===== config.mk =====
export PLATFORM = sky130hd
export DESIGN_NAME = program_security_lock
export DESIGN_NICKNAME = d
export VERILOG_FILES = /design/src/lock_pkg.sv /design/src/program_security_lock.sv /design/src/key_cipher.sv
export SDC_FILE = /design/constraint.sdc
export NUM_CORES = 1
export LEC_CHECK = 0
export BUFFER_PORTS_ARGS = -buffer_cell sky130_fd_sc_hd__clkbuf_2
export CORE_MARGIN = 5
export CORE_UTILIZATION = 25
export CTS_CLUSTER_SIZE = 12
export DETAILED_ROUTE_END_ITERATION = 10
export SETUP_SLACK_MARGIN = 0.3
export SLEW_MARGIN = 10
export SYNTH_ARGS = -nofsm -noshare
export SYNTH_HDL_FRONTEND = slang
export SYNTH_HIERARCHICAL = 1
export SYNTH_SLANG_ARGS = --single-unit

===== constraint.sdc =====
create_clock -name i_clk -period 5.4 [get_ports i_clk]
set_input_delay 0.54 -clock i_clk [delete_from_list [all_inputs] [get_ports i_clk]]
set_output_delay 0.54 -clock i_clk [all_outputs]
set_load 0.01 [all_outputs]

===== src/lock_pkg.sv =====
// constants and carrier types for the program security lock
// assumes one 200 mhz clock domain and a host command port from fabric logic
// Summary of operation
// - encryption chosen per region independently
// - locked keyed device programs only authenticated streams
// - pass key needed only for unlock, settings
// - decrypt with stored key, never streamed
// - unlock only when presented key matches, or with any key while lock_en is clear
// - security changes blocked while locked, unless unlocked first
// - logic array never read back
// - user memory readback follows security settings
// - plaintext accepted when not locked and no encryption in force
// - stored key allows remote encrypted reprogramming
package lock_pkg;
  localparam int KEY_W = 128;
  localparam int DATA_W = 32;
  // region index positions
  localparam int REG_ARRAY = 0;
  localparam int REG_UMEM = 1;
  localparam int REG_FBLK = 2;
  localparam int N_REGION = 3;
  localparam logic [N_REGION-1:0] ENC_RESET = 3'h0;
  localparam logic RD_EN_RESET = 1'b1;
  localparam int CMP_CYCLES = 1;

  typedef enum logic [2:0]
  {
    CMD_NONE    = 3'h0,
    CMD_UNLOCK  = 3'h1,
    CMD_SETSEC  = 3'h2,
    CMD_PROGRAM = 3'h3,
    CMD_READ    = 3'h4,
    CMD_RELOCK  = 3'h5
  } cmd_t;

  typedef struct packed
  {
    logic                lock_en;
    logic                aes_en;
    logic [N_REGION-1:0] enc_region;
    logic                umem_rd_en;
    logic [KEY_W-1:0]    pass_key;
    logic [KEY_W-1:0]    aes_key;
  } sec_t;

  typedef struct packed
  {
    cmd_t                cmd;
    logic [1:0]          region;
    logic                encrypted;
    logic [DATA_W-1:0]   data;
    logic [KEY_W-1:0]    key;
    sec_t                sec;
  } req_t;

  typedef struct packed
  {
    logic              ok;
    logic              err;
    logic [DATA_W-1:0] data;
  } rsp_t;
endpackage : lock_pkg


===== src/program_security_lock.sv =====
// security gate for programming and readback of the device
// assumes host commands arrive as one-cycle requests on the same clock
`timescale 1ns/1ps
module program_security_lock #(
  parameter int KW = lock_pkg::KEY_W,
  parameter int DW = lock_pkg::DATA_W
)(
  input  wire logic           i_clk,
  input  wire logic           i_reset_n,
  input  wire logic           i_req_valid,
  input  wire lock_pkg::req_t i_req,
  input  wire logic [DW-1:0]  i_umem_rdata,
  output logic                o_busy,
  output logic                o_rsp_valid,
  output lock_pkg::rsp_t      o_rsp,
  output logic                o_prog_we,
  output logic [1:0]          o_prog_region,
  output logic [DW-1:0]       o_prog_data,
  output logic                o_locked,
  output logic                o_unlocked
);
  // ---------------------------------------------
  // state
  // ---------------------------------------------
  typedef enum logic [1:0]
  {
    ST_IDLE = 2'b00,
    ST_DEC  = 2'b01,
    ST_WAIT = 2'b10
  } st_t;

  st_t            st_r;
  st_t            st_nxt;
  lock_pkg::sec_t sec_r;
  logic           unlocked_r;
  logic           unlocked_nxt;
  logic [1:0]     region_r;
  logic [1:0]     region_nxt;
  logic           dec_start;
  logic [DW-1:0]  dec_plain;
  logic           dec_ok;
  logic           dec_done;
  logic           direct_ans;
  logic           direct_ok;
  logic           rsp_valid_nxt;
  logic           rsp_ok_nxt;
  logic [DW-1:0]  rsp_data_nxt;
  lock_pkg::rsp_t rsp_nxt;
  logic           prog_we_nxt;
  logic [1:0]     prog_region_nxt;
  logic [DW-1:0]  prog_data_nxt;

  // ---------------------------------------------
  // decode
  // ---------------------------------------------
  wire take        = i_req_valid && (st_r == ST_IDLE);
  wire is_unlock   = take && (i_req.cmd == lock_pkg::CMD_UNLOCK);
  wire is_setsec   = take && (i_req.cmd == lock_pkg::CMD_SETSEC);
  wire is_prog     = take && (i_req.cmd == lock_pkg::CMD_PROGRAM);
  wire is_read     = take && (i_req.cmd == lock_pkg::CMD_READ);
  wire is_relock   = take && (i_req.cmd == lock_pkg::CMD_RELOCK);
  wire region_ok   = (i_req.region <= 2'(lock_pkg::REG_FBLK));
  wire locked      = sec_r.lock_en && !unlocked_r;

  // ---------------------------------------------
  // permission checks
  // ---------------------------------------------
  // pass key compare
  wire key_match   = (i_req.key == sec_r.pass_key);
  // key only for unlock and settings
  wire unlock_ok   = is_unlock && (!sec_r.lock_en || key_match);
  wire set_ok      = is_setsec && !locked;
  wire set_legal   = set_ok && !(i_req.sec.aes_en && !i_req.sec.lock_en);
  wire reg_enc     = sec_r.aes_en && sec_r.enc_region[i_req.region];
  wire plain_ok    = is_prog && region_ok && !i_req.encrypted && !reg_enc && !locked;
  wire cipher_go   = is_prog && region_ok && i_req.encrypted && sec_r.aes_en;
  // only user memory has a read path
  wire rd_umem     = is_read && (i_req.region == 2'(lock_pkg::REG_UMEM));
  wire rd_ok       = rd_umem && sec_r.umem_rd_en && !locked;
  assign dec_start = cipher_go;

  // ---------------------------------------------
  // cipher stage
  // ---------------------------------------------
  // decrypt with internally stored key
  key_cipher #(
    .DW (DW),
    .KW (KW)
  ) key_cipher_inst (
    .i_clk     (i_clk),
    .i_reset_n (i_reset_n),
    .i_start   (dec_start),
    .i_key     (sec_r.aes_key),
    .i_word    (i_req.data),
    .o_plain   (dec_plain),
    .o_auth_ok (dec_ok),
    .o_done    (dec_done)
  );

  // ---------------------------------------------
  // sequencing
  // ---------------------------------------------
  always_comb
  begin
    st_nxt = st_r;
    unique case (st_r)
      ST_IDLE: if (cipher_go) st_nxt = ST_DEC;
      ST_DEC:  st_nxt = ST_WAIT;
      ST_WAIT: st_nxt = ST_IDLE;
      default: st_nxt = ST_IDLE;
    endcase
  end

  // mismatch leaves unlock flag untouched while lock_en is set
  // new settings clear the unlock flag, so an old unlock cannot outlive them
  assign unlocked_nxt = unlock_ok ? 1'b1 : ((is_relock || set_legal) ? 1'b0 : unlocked_r);
  assign region_nxt   = cipher_go ? i_req.region : region_r;

  always_ff @(posedge i_clk or negedge i_reset_n)
  begin
    if (!i_reset_n)
    begin
      st_r     <= ST_IDLE;
      region_r <= 2'h0;
    end
    else
    begin
      st_r     <= st_nxt;
      region_r <= region_nxt;
    end
  end

  // unlock flag kept apart from the settings it guards
  always_ff @(posedge i_clk or negedge i_reset_n)
  begin
    if (!i_reset_n)
    begin
      unlocked_r <= 1'b0;
    end
    else
    begin
      unlocked_r <= unlocked_nxt;
    end
  end

  // settings and keys written only by a legal set
  always_ff @(posedge i_clk or negedge i_reset_n)
  begin
    if (!i_reset_n)
    begin
      sec_r <= '{lock_en: 1'b0, aes_en: 1'b0, enc_region: lock_pkg::ENC_RESET,
                 umem_rd_en: lock_pkg::RD_EN_RESET, pass_key: '0, aes_key: '0};
    end
    else if (set_legal)
    begin
      sec_r <= i_req.sec;
    end
  end

  // ---------------------------------------------
  // responses
  // ---------------------------------------------
  // direct answers never meet a cipher answer: busy blocks every take meanwhile
  assign direct_ans      = take && !cipher_go;
  assign direct_ok       = unlock_ok || set_legal || plain_ok || rd_ok || is_relock;
  assign rsp_valid_nxt   = direct_ans || dec_done;
  assign rsp_ok_nxt      = direct_ans ? direct_ok : dec_ok;
  assign rsp_data_nxt    = rd_ok ? i_umem_rdata : '0;
  assign rsp_nxt         = '{ok: rsp_ok_nxt, err: !rsp_ok_nxt, data: rsp_data_nxt};
  // encrypted data written only on authentication
  assign prog_we_nxt     = plain_ok || (dec_done && dec_ok);
  assign prog_region_nxt = plain_ok ? i_req.region : region_r;
  assign prog_data_nxt   = plain_ok ? i_req.data : dec_plain;

  always_ff @(posedge i_clk or negedge i_reset_n)
  begin
    if (!i_reset_n)
    begin
      o_rsp_valid <= 1'b0;
      o_prog_we   <= 1'b0;
    end
    else
    begin
      o_rsp_valid <= rsp_valid_nxt;
      o_prog_we   <= prog_we_nxt;
    end
  end

  // answer fields stand until the next answer
  always_ff @(posedge i_clk or negedge i_reset_n)
  begin
    if (!i_reset_n)
    begin
      o_rsp <= '0;
    end
    else if (rsp_valid_nxt)
    begin
      o_rsp <= rsp_nxt;
    end
  end

  // write region and data stand until the next write
  always_ff @(posedge i_clk or negedge i_reset_n)
  begin
    if (!i_reset_n)
    begin
      o_prog_region <= 2'h0;
      o_prog_data   <= '0;
    end
    else if (prog_we_nxt)
    begin
      o_prog_region <= prog_region_nxt;
      o_prog_data   <= prog_data_nxt;
    end
  end

  // ---------------------------------------------
  // status
  // ---------------------------------------------
  assign o_busy     = (st_r != ST_IDLE);
  assign o_locked   = locked;
  assign o_unlocked = unlocked_r;
endmodule : program_security_lock


===== src/key_cipher.sv =====
// keyed stream cipher stage: stored key combines with data words
// assumes key comes from internal storage only, never the stream
`timescale 1ns/1ps
module key_cipher #(
  parameter int DW = lock_pkg::DATA_W,
  parameter int KW = lock_pkg::KEY_W
)(
  input  wire logic          i_clk,
  input  wire logic          i_reset_n,
  input  wire logic          i_start,
  input  wire logic [KW-1:0] i_key,
  input  wire logic [DW-1:0] i_word,
  output logic      [DW-1:0] o_plain,
  output logic               o_auth_ok,
  output logic               o_done
);
  // ---------------------------------------------
  // key fold and tag check
  // ---------------------------------------------
  // stand-in for the real block cipher; keeps the datapath shape
  logic [DW-1:0] fold;
  logic [DW-1:0] plain_nxt;
  always_comb
  begin
    fold = '0;
    for (int i = 0; i < KW / DW; i++)
    begin
      fold = fold ^ i_key[i*DW +: DW];
    end
    plain_nxt = i_word ^ fold;
  end

  always_ff @(posedge i_clk or negedge i_reset_n)
  begin
    if (!i_reset_n)
    begin
      o_plain   <= '0;
      o_auth_ok <= 1'b0;
      o_done    <= 1'b0;
    end
    else
    begin
      o_done <= i_start;
      if (i_start)
      begin
        o_plain   <= plain_nxt;
        // low byte of a decrypted word must equal the key fold tag
        o_auth_ok <= (plain_nxt[7:0] == fold[DW-1:DW-8]);
      end
    end
  end
endmodule : key_cipher


==> results of run 1 <==
cell usage in the layout, fill, tap and decap left out, types with 3 or more instances in the layout:
cell	Yosys	layout
clkbuf_16	0	45
clkinv_2	0	5
clkbuf_2	0	534
buf_4	4	6
o21ai_0	35	35
clkbuf_1	19	9
buf_12	0	5
clkbuf_8	0	10
mux2_2	35	35
bufinv_16	0	5
nor4_1	8	8
xnor2_1	232	232
inv_1	3	3
nand4_1	36	36
a22o_1	32	32
xnor3_1	8	8
dfrtp_1	370	370
diode_2	0	7
clkinv_4	0	3
xor2_1	16	16
nand2_1	823	822
mux2i_1	35	35
nor2_1	5	5
path summary, 6_finish.rpt:
path,to,cells after the start,start
worst max-delay path,o_rsp[32],7,sec_r[208]
worst min-delay path,sec_r[107],1,i_reset_n
worst max register to register,o_rsp[32],7,sec_r[208]
worst min register to register,sec_r[256],2,sec_r[256]
max in group asynchronous,sec_r[118],2,i_reset_n
min in group i_clk,sec_r[178],3,i_req[178]
power breakdown:
group	internal (W)	switching [W]
Sequential	0.00347	0.000481
Combinational	0.00117	0.00117
Clock	0.00192	0.00125
cell families (layout without fill, tap and decap cells):
family,after synthesis,count (layout),share of synthesized area (%)
AO/OA/AOI/OAI,76,76,3.22
multiplexers,70,70,4.39
other,0,7,0
buffers and inverters,82,632,3.11
AND/OR/NAND/NOR,888,888,20.7
XOR/XNOR,256,256,13.9
flip-flops,371,371,54.7
metal layers:
| layer | up-vias | GRT usage, % | wire length, um |
|---|---|---|---|
| met2 | 396 | 23.5 | 25700 |
| met5 | - | 0 | 49 |
| met1 | 6401 | 18.2 | 22800 |
| met4 | 8 | 4.72 | 1690 |
| met3 | 95 | 4.45 | 4000 |
| li1 | 6561 | - | - |
worst max-delay path: cells and delay by family, from the launching register on:
| kind | cells | cell delay (ns) |
|---|---|---|
| flip-flops | 1 | 0.39 |
| AO/OA/AOI/OAI | 1 | 0.63 |
| XOR/XNOR | 1 | 0.39 |
| AND/OR/NAND/NOR | 5 | 1.37 |
cell type report:
| type | count | area (sq um) | share of cell area, % |
|---|---|---|---|
| diodes | 7 | 17.5 | 0.0797 |
| clock buffers | 64 | 1300 | 5.90 |
| clock inverters | 19 | 267 | 1.21 |
| inverters | 3 | 11.3 | 0.0512 |
| multi-input cells | 1290 | 7170 | 32.6 |
| flip-flops and latches | 371 | 9290 | 42.3 |
| well taps | 873 | 1090 | 4.97 |
| repair buffers | 546 | 2830 | 12.9 |
state kept, by name, indices dropped and copies added, names as in the netlist:
| signal | count |
|---|---|
| key_cipher_inst/o_done | 1 |
| key_cipher_inst/o_plain | 32 |
| key_cipher_inst/o_auth_ok | 1 |
| sec_r | 262 |
| o_prog_region | 2 |
| o_unlocked | 1 |
| region_r | 2 |
| st_r | 2 |
| o_prog_we | 1 |
| o_rsp_valid | 1 |
| o_rsp | 34 |
| o_prog_data | 32 |
stage by stage:
| step | setup WS [ns] | util (%) | instances | total power [W] |
|---|---|---|---|---|
| CTS | 2.40 | 32.6 | 3166 | 0.00966 |
| global route | 2.24 | 32.7 | 3169 | 0.0101 |
| floorplan | 3.17 | - | 1743 | 0.00548 |
| global placement | 2.14 | 30.3 | 3083 | 0.00635 |
| finish | 2.52 | 32.7 | 3173 | 0.00948 |
| detailed placement | 2.12 | 30.3 | 3083 | 0.00640 |
==> metrics.csv, run 1 <==
stage,metric,value,unit
yosys,Synth top area share,54.6,%
cts,H-tree levels,2,
cts,Num CTS Buffers,45,
outcome,status,"complete, no violations",
grt,pin count of the biggest net entering global routing,141,
min_path,HP Class,input pin to async pin,
route,Pre-antenna DRT Iters,5,
route,WL/cell,17.1,um
yosys,synth top area cells,"dfrtp_1 55%, nand2_1 18%, xnor2_1 12%",
critical_path,CP dominant cell by count,nand4_1,
yosys,Mapped Nets,2206,
yosys,"Top FF cell, synth",dfrtp_1,
sta,Hold Fails Final Rpt,0,
critical_path,CP max FO,2,
cts,PostCTS Resize Cnt,0,
sta,Hold WS,0.0602,ns
sta,Tcrit/Tclk final,53.4,%
layout,fillers,7059,
sta,f_max,0.347,GHz
cts,"Clk Latency, worst-skew pair",0.57,ns
place,port buffer count,535,
critical_path,Setup CP Type,flop to flop,
critical_path,R2R setup slack,2.52,ns
cts,buffer count from post-CTS setup fixing,0,
run,Max-cap violations,0,
cts,root buf cell,clkbuf_16,
cts,Worst-path clk slew,0.06,ns
critical_path,CP Data Arrival Time,3.32,ns
grt,"Remaining Overflow, GRT",0,
critical_path,slowest cell delay on critical path,0.65,ns
yosys,post-synthesis sequential area ratio,54.7,%
yosys,synthesized area,17000,sq um
floorplanning,Die Wd,270,um
grt,vias in the first global route,14100,
yosys,YS warnings,6,
layout,post-route cell area,22000,sq um
cts,CTS tree,done,
sta,Final Slew Violations,0,
yosys,cell taking the most area after synthesis,dfrtp_1,
sta,unrepaired setup endpoints after global routing,no,
route,Routed Antenna Nets,0,
route,drt drc,0,
floorplanning,IO Pins,536,
critical_path,Worst setup SP type,flop,
layout,"Area growth, synth to finish",29.6,%
sta,Setup TNS,0,ns
grt,initial antenna violation count,11,
floorplanning,die height,270,um
floorplanning,Core ar.,67300,sq um
yosys,Seq cells post-synth,371,
place,gpl congestion,0.866,
sta,Worst Skew,0.0230,ns
grt,Total GRT Usage,14.4,%
cts,CTS sink cnt,371,
sta,Rel. slew slack,35.7,%
layout,share of cells above drive strength 1,29.0,%
route,Post-Route WL,54200,um
sta,final setup fails,0,
sta,Least-Margin Pin Slew,0.964,ns
floorplanning,Cell Rows,95,
power_and_ir_drop,pwr/cell area,431,nW/um^2
power_and_ir_drop,Max VDD drop,244,uV
route,Via density,4.24,
yosys,Mapped Avg Cell Area,9.73,sq um
yosys,cells after synthesis,1743,
yosys,Post-synth EDFFs,0,
floorplanning,Initial Util,25.2,%
place,placed inst area,20400,sq um
layout,number of nets in the layout,2720,
cts,Clock Path Buffers,3,
critical_path,crit-path cells,"xnor2_1, nand4_1, nor4_1, nand4_1, o21ai_0, and3b_1, nor3_1",
floorplanning,die area,73200,sq um
critical_path,Critical Path RT,5.84,ns
route,Vias,13500,
power_and_ir_drop,Leak,11.4,nW
critical_path,crit end category,flop,
yosys,most common cell in the netlist,nand2_1,
sta,Period minus WS final,2.88,ns
critical_path,CP max stage cell,nor4_1,
cts,"Hold-fix buffers, CTS",0,
yosys,synth cell count leaders,"823 x nand2_1, 370 x dfrtp_1, 232 x xnor2_1",
place,Final HPWL DP,40300,um
yosys,Netlist cell types,40,
grt,first-pass GRT wire length,82900,um
yosys,Synth async-reset ratio,100,%
route,Detailed Route Iter0 Violations,569,
Power figures use the tool's default switching activity.
==> run 2: changes to the inputs <==
clock period = 2.89 ns   (was 5.4 ns; I/O delays follow)
==> metrics.csv, run 2 (synthesis results as in run 1) <==
stage,metric,value,unit
outcome,status,"complete, no violations",
sta,Worst Skew,0.0363,ns
grt,initial antenna violation count,10,
grt,first-pass GRT wire length,93900,um
route,Pre-antenna DRT Iters,5,
grt,M1 GR Usage,19.7,%
sta,Tcrit/Tclk final,85.9,%
sta,worst setup margin,0.408,ns
critical_path,R2R setup slack,0.41,ns
critical_path,crit-path cells,"and2b_2, nor3_1, nand3_4, buf_12, nand2_1, nand2_1",
cts,H-tree levels,2,
cts,"Clk Latency, worst-skew pair",0.59,ns
grt,busiest layer in global routing,met2,
power_and_ir_drop,Max VDD drop,384,uV
layout,"Area growth, synth to finish",50.6,%
route,drt drc,0,
critical_path,Top delay family on crit path,simple AND/OR/NAND/NOR gates,
sta,Least-Margin Pin Slew,0.814,ns
critical_path,Critical Path RT,3.33,ns
floorplanning,die height,270,um
floorplanning,Cell Rows,95,
cts,buffer count from post-CTS setup fixing,0,
critical_path,CP Data Arrival Time,2.92,ns
layout,"non-filler cells, final",3526,
cts,Worst-path clk slew,0.06,ns
route,Routed Antenna Nets,0,
floorplanning,Initial Util,25.2,%
floorplanning,Die Wd,270,um
min_path,HP Class,input pin to flop,
critical_path,slowest cell delay on critical path,0.45,ns
critical_path,Stages on worst setup path,6,
floorplanning,Core ar.,67300,sq um
route,WL/cell,17.1,um
route,Vias,15000,
sta,Rel. slew slack,45.7,%
layout,Util after Layout,38.0,%
grt,met3 usage,4.28,%
critical_path,CP max stage cell,nor3_1,
critical_path,Critical Path End,sec_r[51],
grt,pin count of the biggest net entering global routing,147,
run,Max-cap violations,0,
critical_path,Setup CP Type,flop to flop,
critical_path,worst r2r src,sec_r[261],
power_and_ir_drop,Leak,12.9,nW
layout,biggest regs,"sec_r: 262 flops, o_rsp: 34 flops",
sta,final setup fails,0,
critical_path,crit path launch,sec_r[261],
route,Post-Route WL,60200,um
place,gpl congestion,0.841,
cts,CTS sink cnt,371,
place,pre-CTS WS,0.0582,ns
floorplanning,IO Pins,536,
critical_path,RR Endpoint,sec_r[51],
critical_path,worst path bufs/invs,1,
sta,Hold Fails Final Rpt,0,
route,Via density,4.25,
power_and_ir_drop,pwr/cell area,706,nW/um^2
grt,vias in the first global route,16200,
layout,share of cells above drive strength 1,26.0,%
critical_path,crit end category,flop,
critical_path,Worst setup SP type,flop,
place,Final HPWL DP,41900,um
cts,Num CTS Buffers,45,
cts,Clock Path Buffers,3,
grt,met2 Track Usage GR,27.0,%
layout,most frequent cells in the layout,"822 x nand2_1, 534 x clkbuf_2, 370 x dfrtp_1",
critical_path,CP dominant cell by count,nand2_1,
place,port buffer count,535,
sta,Period minus WS final,2.48,ns
cts,CTS tree,done,
layout,max FFs per register,262,
route,Detailed Route Iter0 Violations,642,
grt,"Remaining Overflow, GRT",0,
place,placed cell count,3110,
layout,number of nets in the layout,3076,
layout,"most common cell after layout, fill and taps aside",nand2_1,
grt,Total GRT Usage,16.1,%
critical_path,Reg2Reg Depth,6,
sta,f_max,0.403,GHz
sta,Final Slew Violations,0,
sta,unrepaired setup endpoints after global routing,no,
floorplanning,die area,73200,sq um
cts,root buf cell,clkbuf_16,
critical_path,CP max FO,146,
layout,most flop-heavy register,sec_r,
sta,Setup TNS,0,ns
run 2: repair_timing:
item	4_1_cts	5_1_grt
resized for setup	2	0
setup endpoints to repair	3	0
hold endpoints to repair	390	0
hold buffers	329	0
run 2: cell type report:
type	instances	area, sq um
fill	6541	41700
sequential	371	9290
multi-input combinational	1290	7180
timing repair buffer	902	6450
clock buffer	62	1250
tap	873	1090
clock inverter	18	250
antenna	7	17.5
inverter	3	11.3
run 2: worst min path at each step:
stage,depth (start not counted),end,startpoint
6_report,3,sec_r[231],i_req[231]
3_3_place_gp,1,sec_r[111],i_reset_n
5_1_grt,3,sec_r[231],i_req[231]
4_1_cts,3,o_prog_region[1],i_req[424]
2_1_floorplan,0,key_cipher_inst/o_auth_ok,i_reset_n
3_5_place_dp,1,sec_r[111],i_reset_n
run 2: per-layer routing:
| metal | part of all wire [%] | vias up |
|---|---|---|
| li1 | - | 7272 |
| met1 | 41 | 7064 |
| met2 | 48 | 472 |
| met3 | 6.3 | 157 |
| met4 | 4.5 | 6 |
| met5 | 0.068 | - |
run 2: power by group:
group / total, W / internal [W] / switching, W / leakage (nW)
Clock: 0.00581 / 0.00340 / 0.00241 / 0.728
Combinational: 0.00483 / 0.00251 / 0.00232 / 7.51
Sequential: 0.00740 / 0.00649 / 0.000915 / 4.69
Total: 0.0180 / 0.0124 / 0.00564 / 12.9
run 2: worst register-to-register path: stages, from the launching register on:
cell and delay (ns):
dfrtp_1 0.44, and2b_2 0.26, nor3_1 0.45, nand3_4 0.34, buf_12 0.32, nand2_1 0.45
nand2_1 0.07
run 2: through the flow:
step                      hold slack, ns  power [W]  instance area, sq um
after floorplan                 -0.00659     0.0102                 17000
after global placement             0.360     0.0119                 20700
after detailed placement           0.361     0.0120                 20700
after CTS                         0.0275     0.0183                 25500
after global routing              0.0504     0.0192                 25500
final                             0.0592     0.0180                 25500
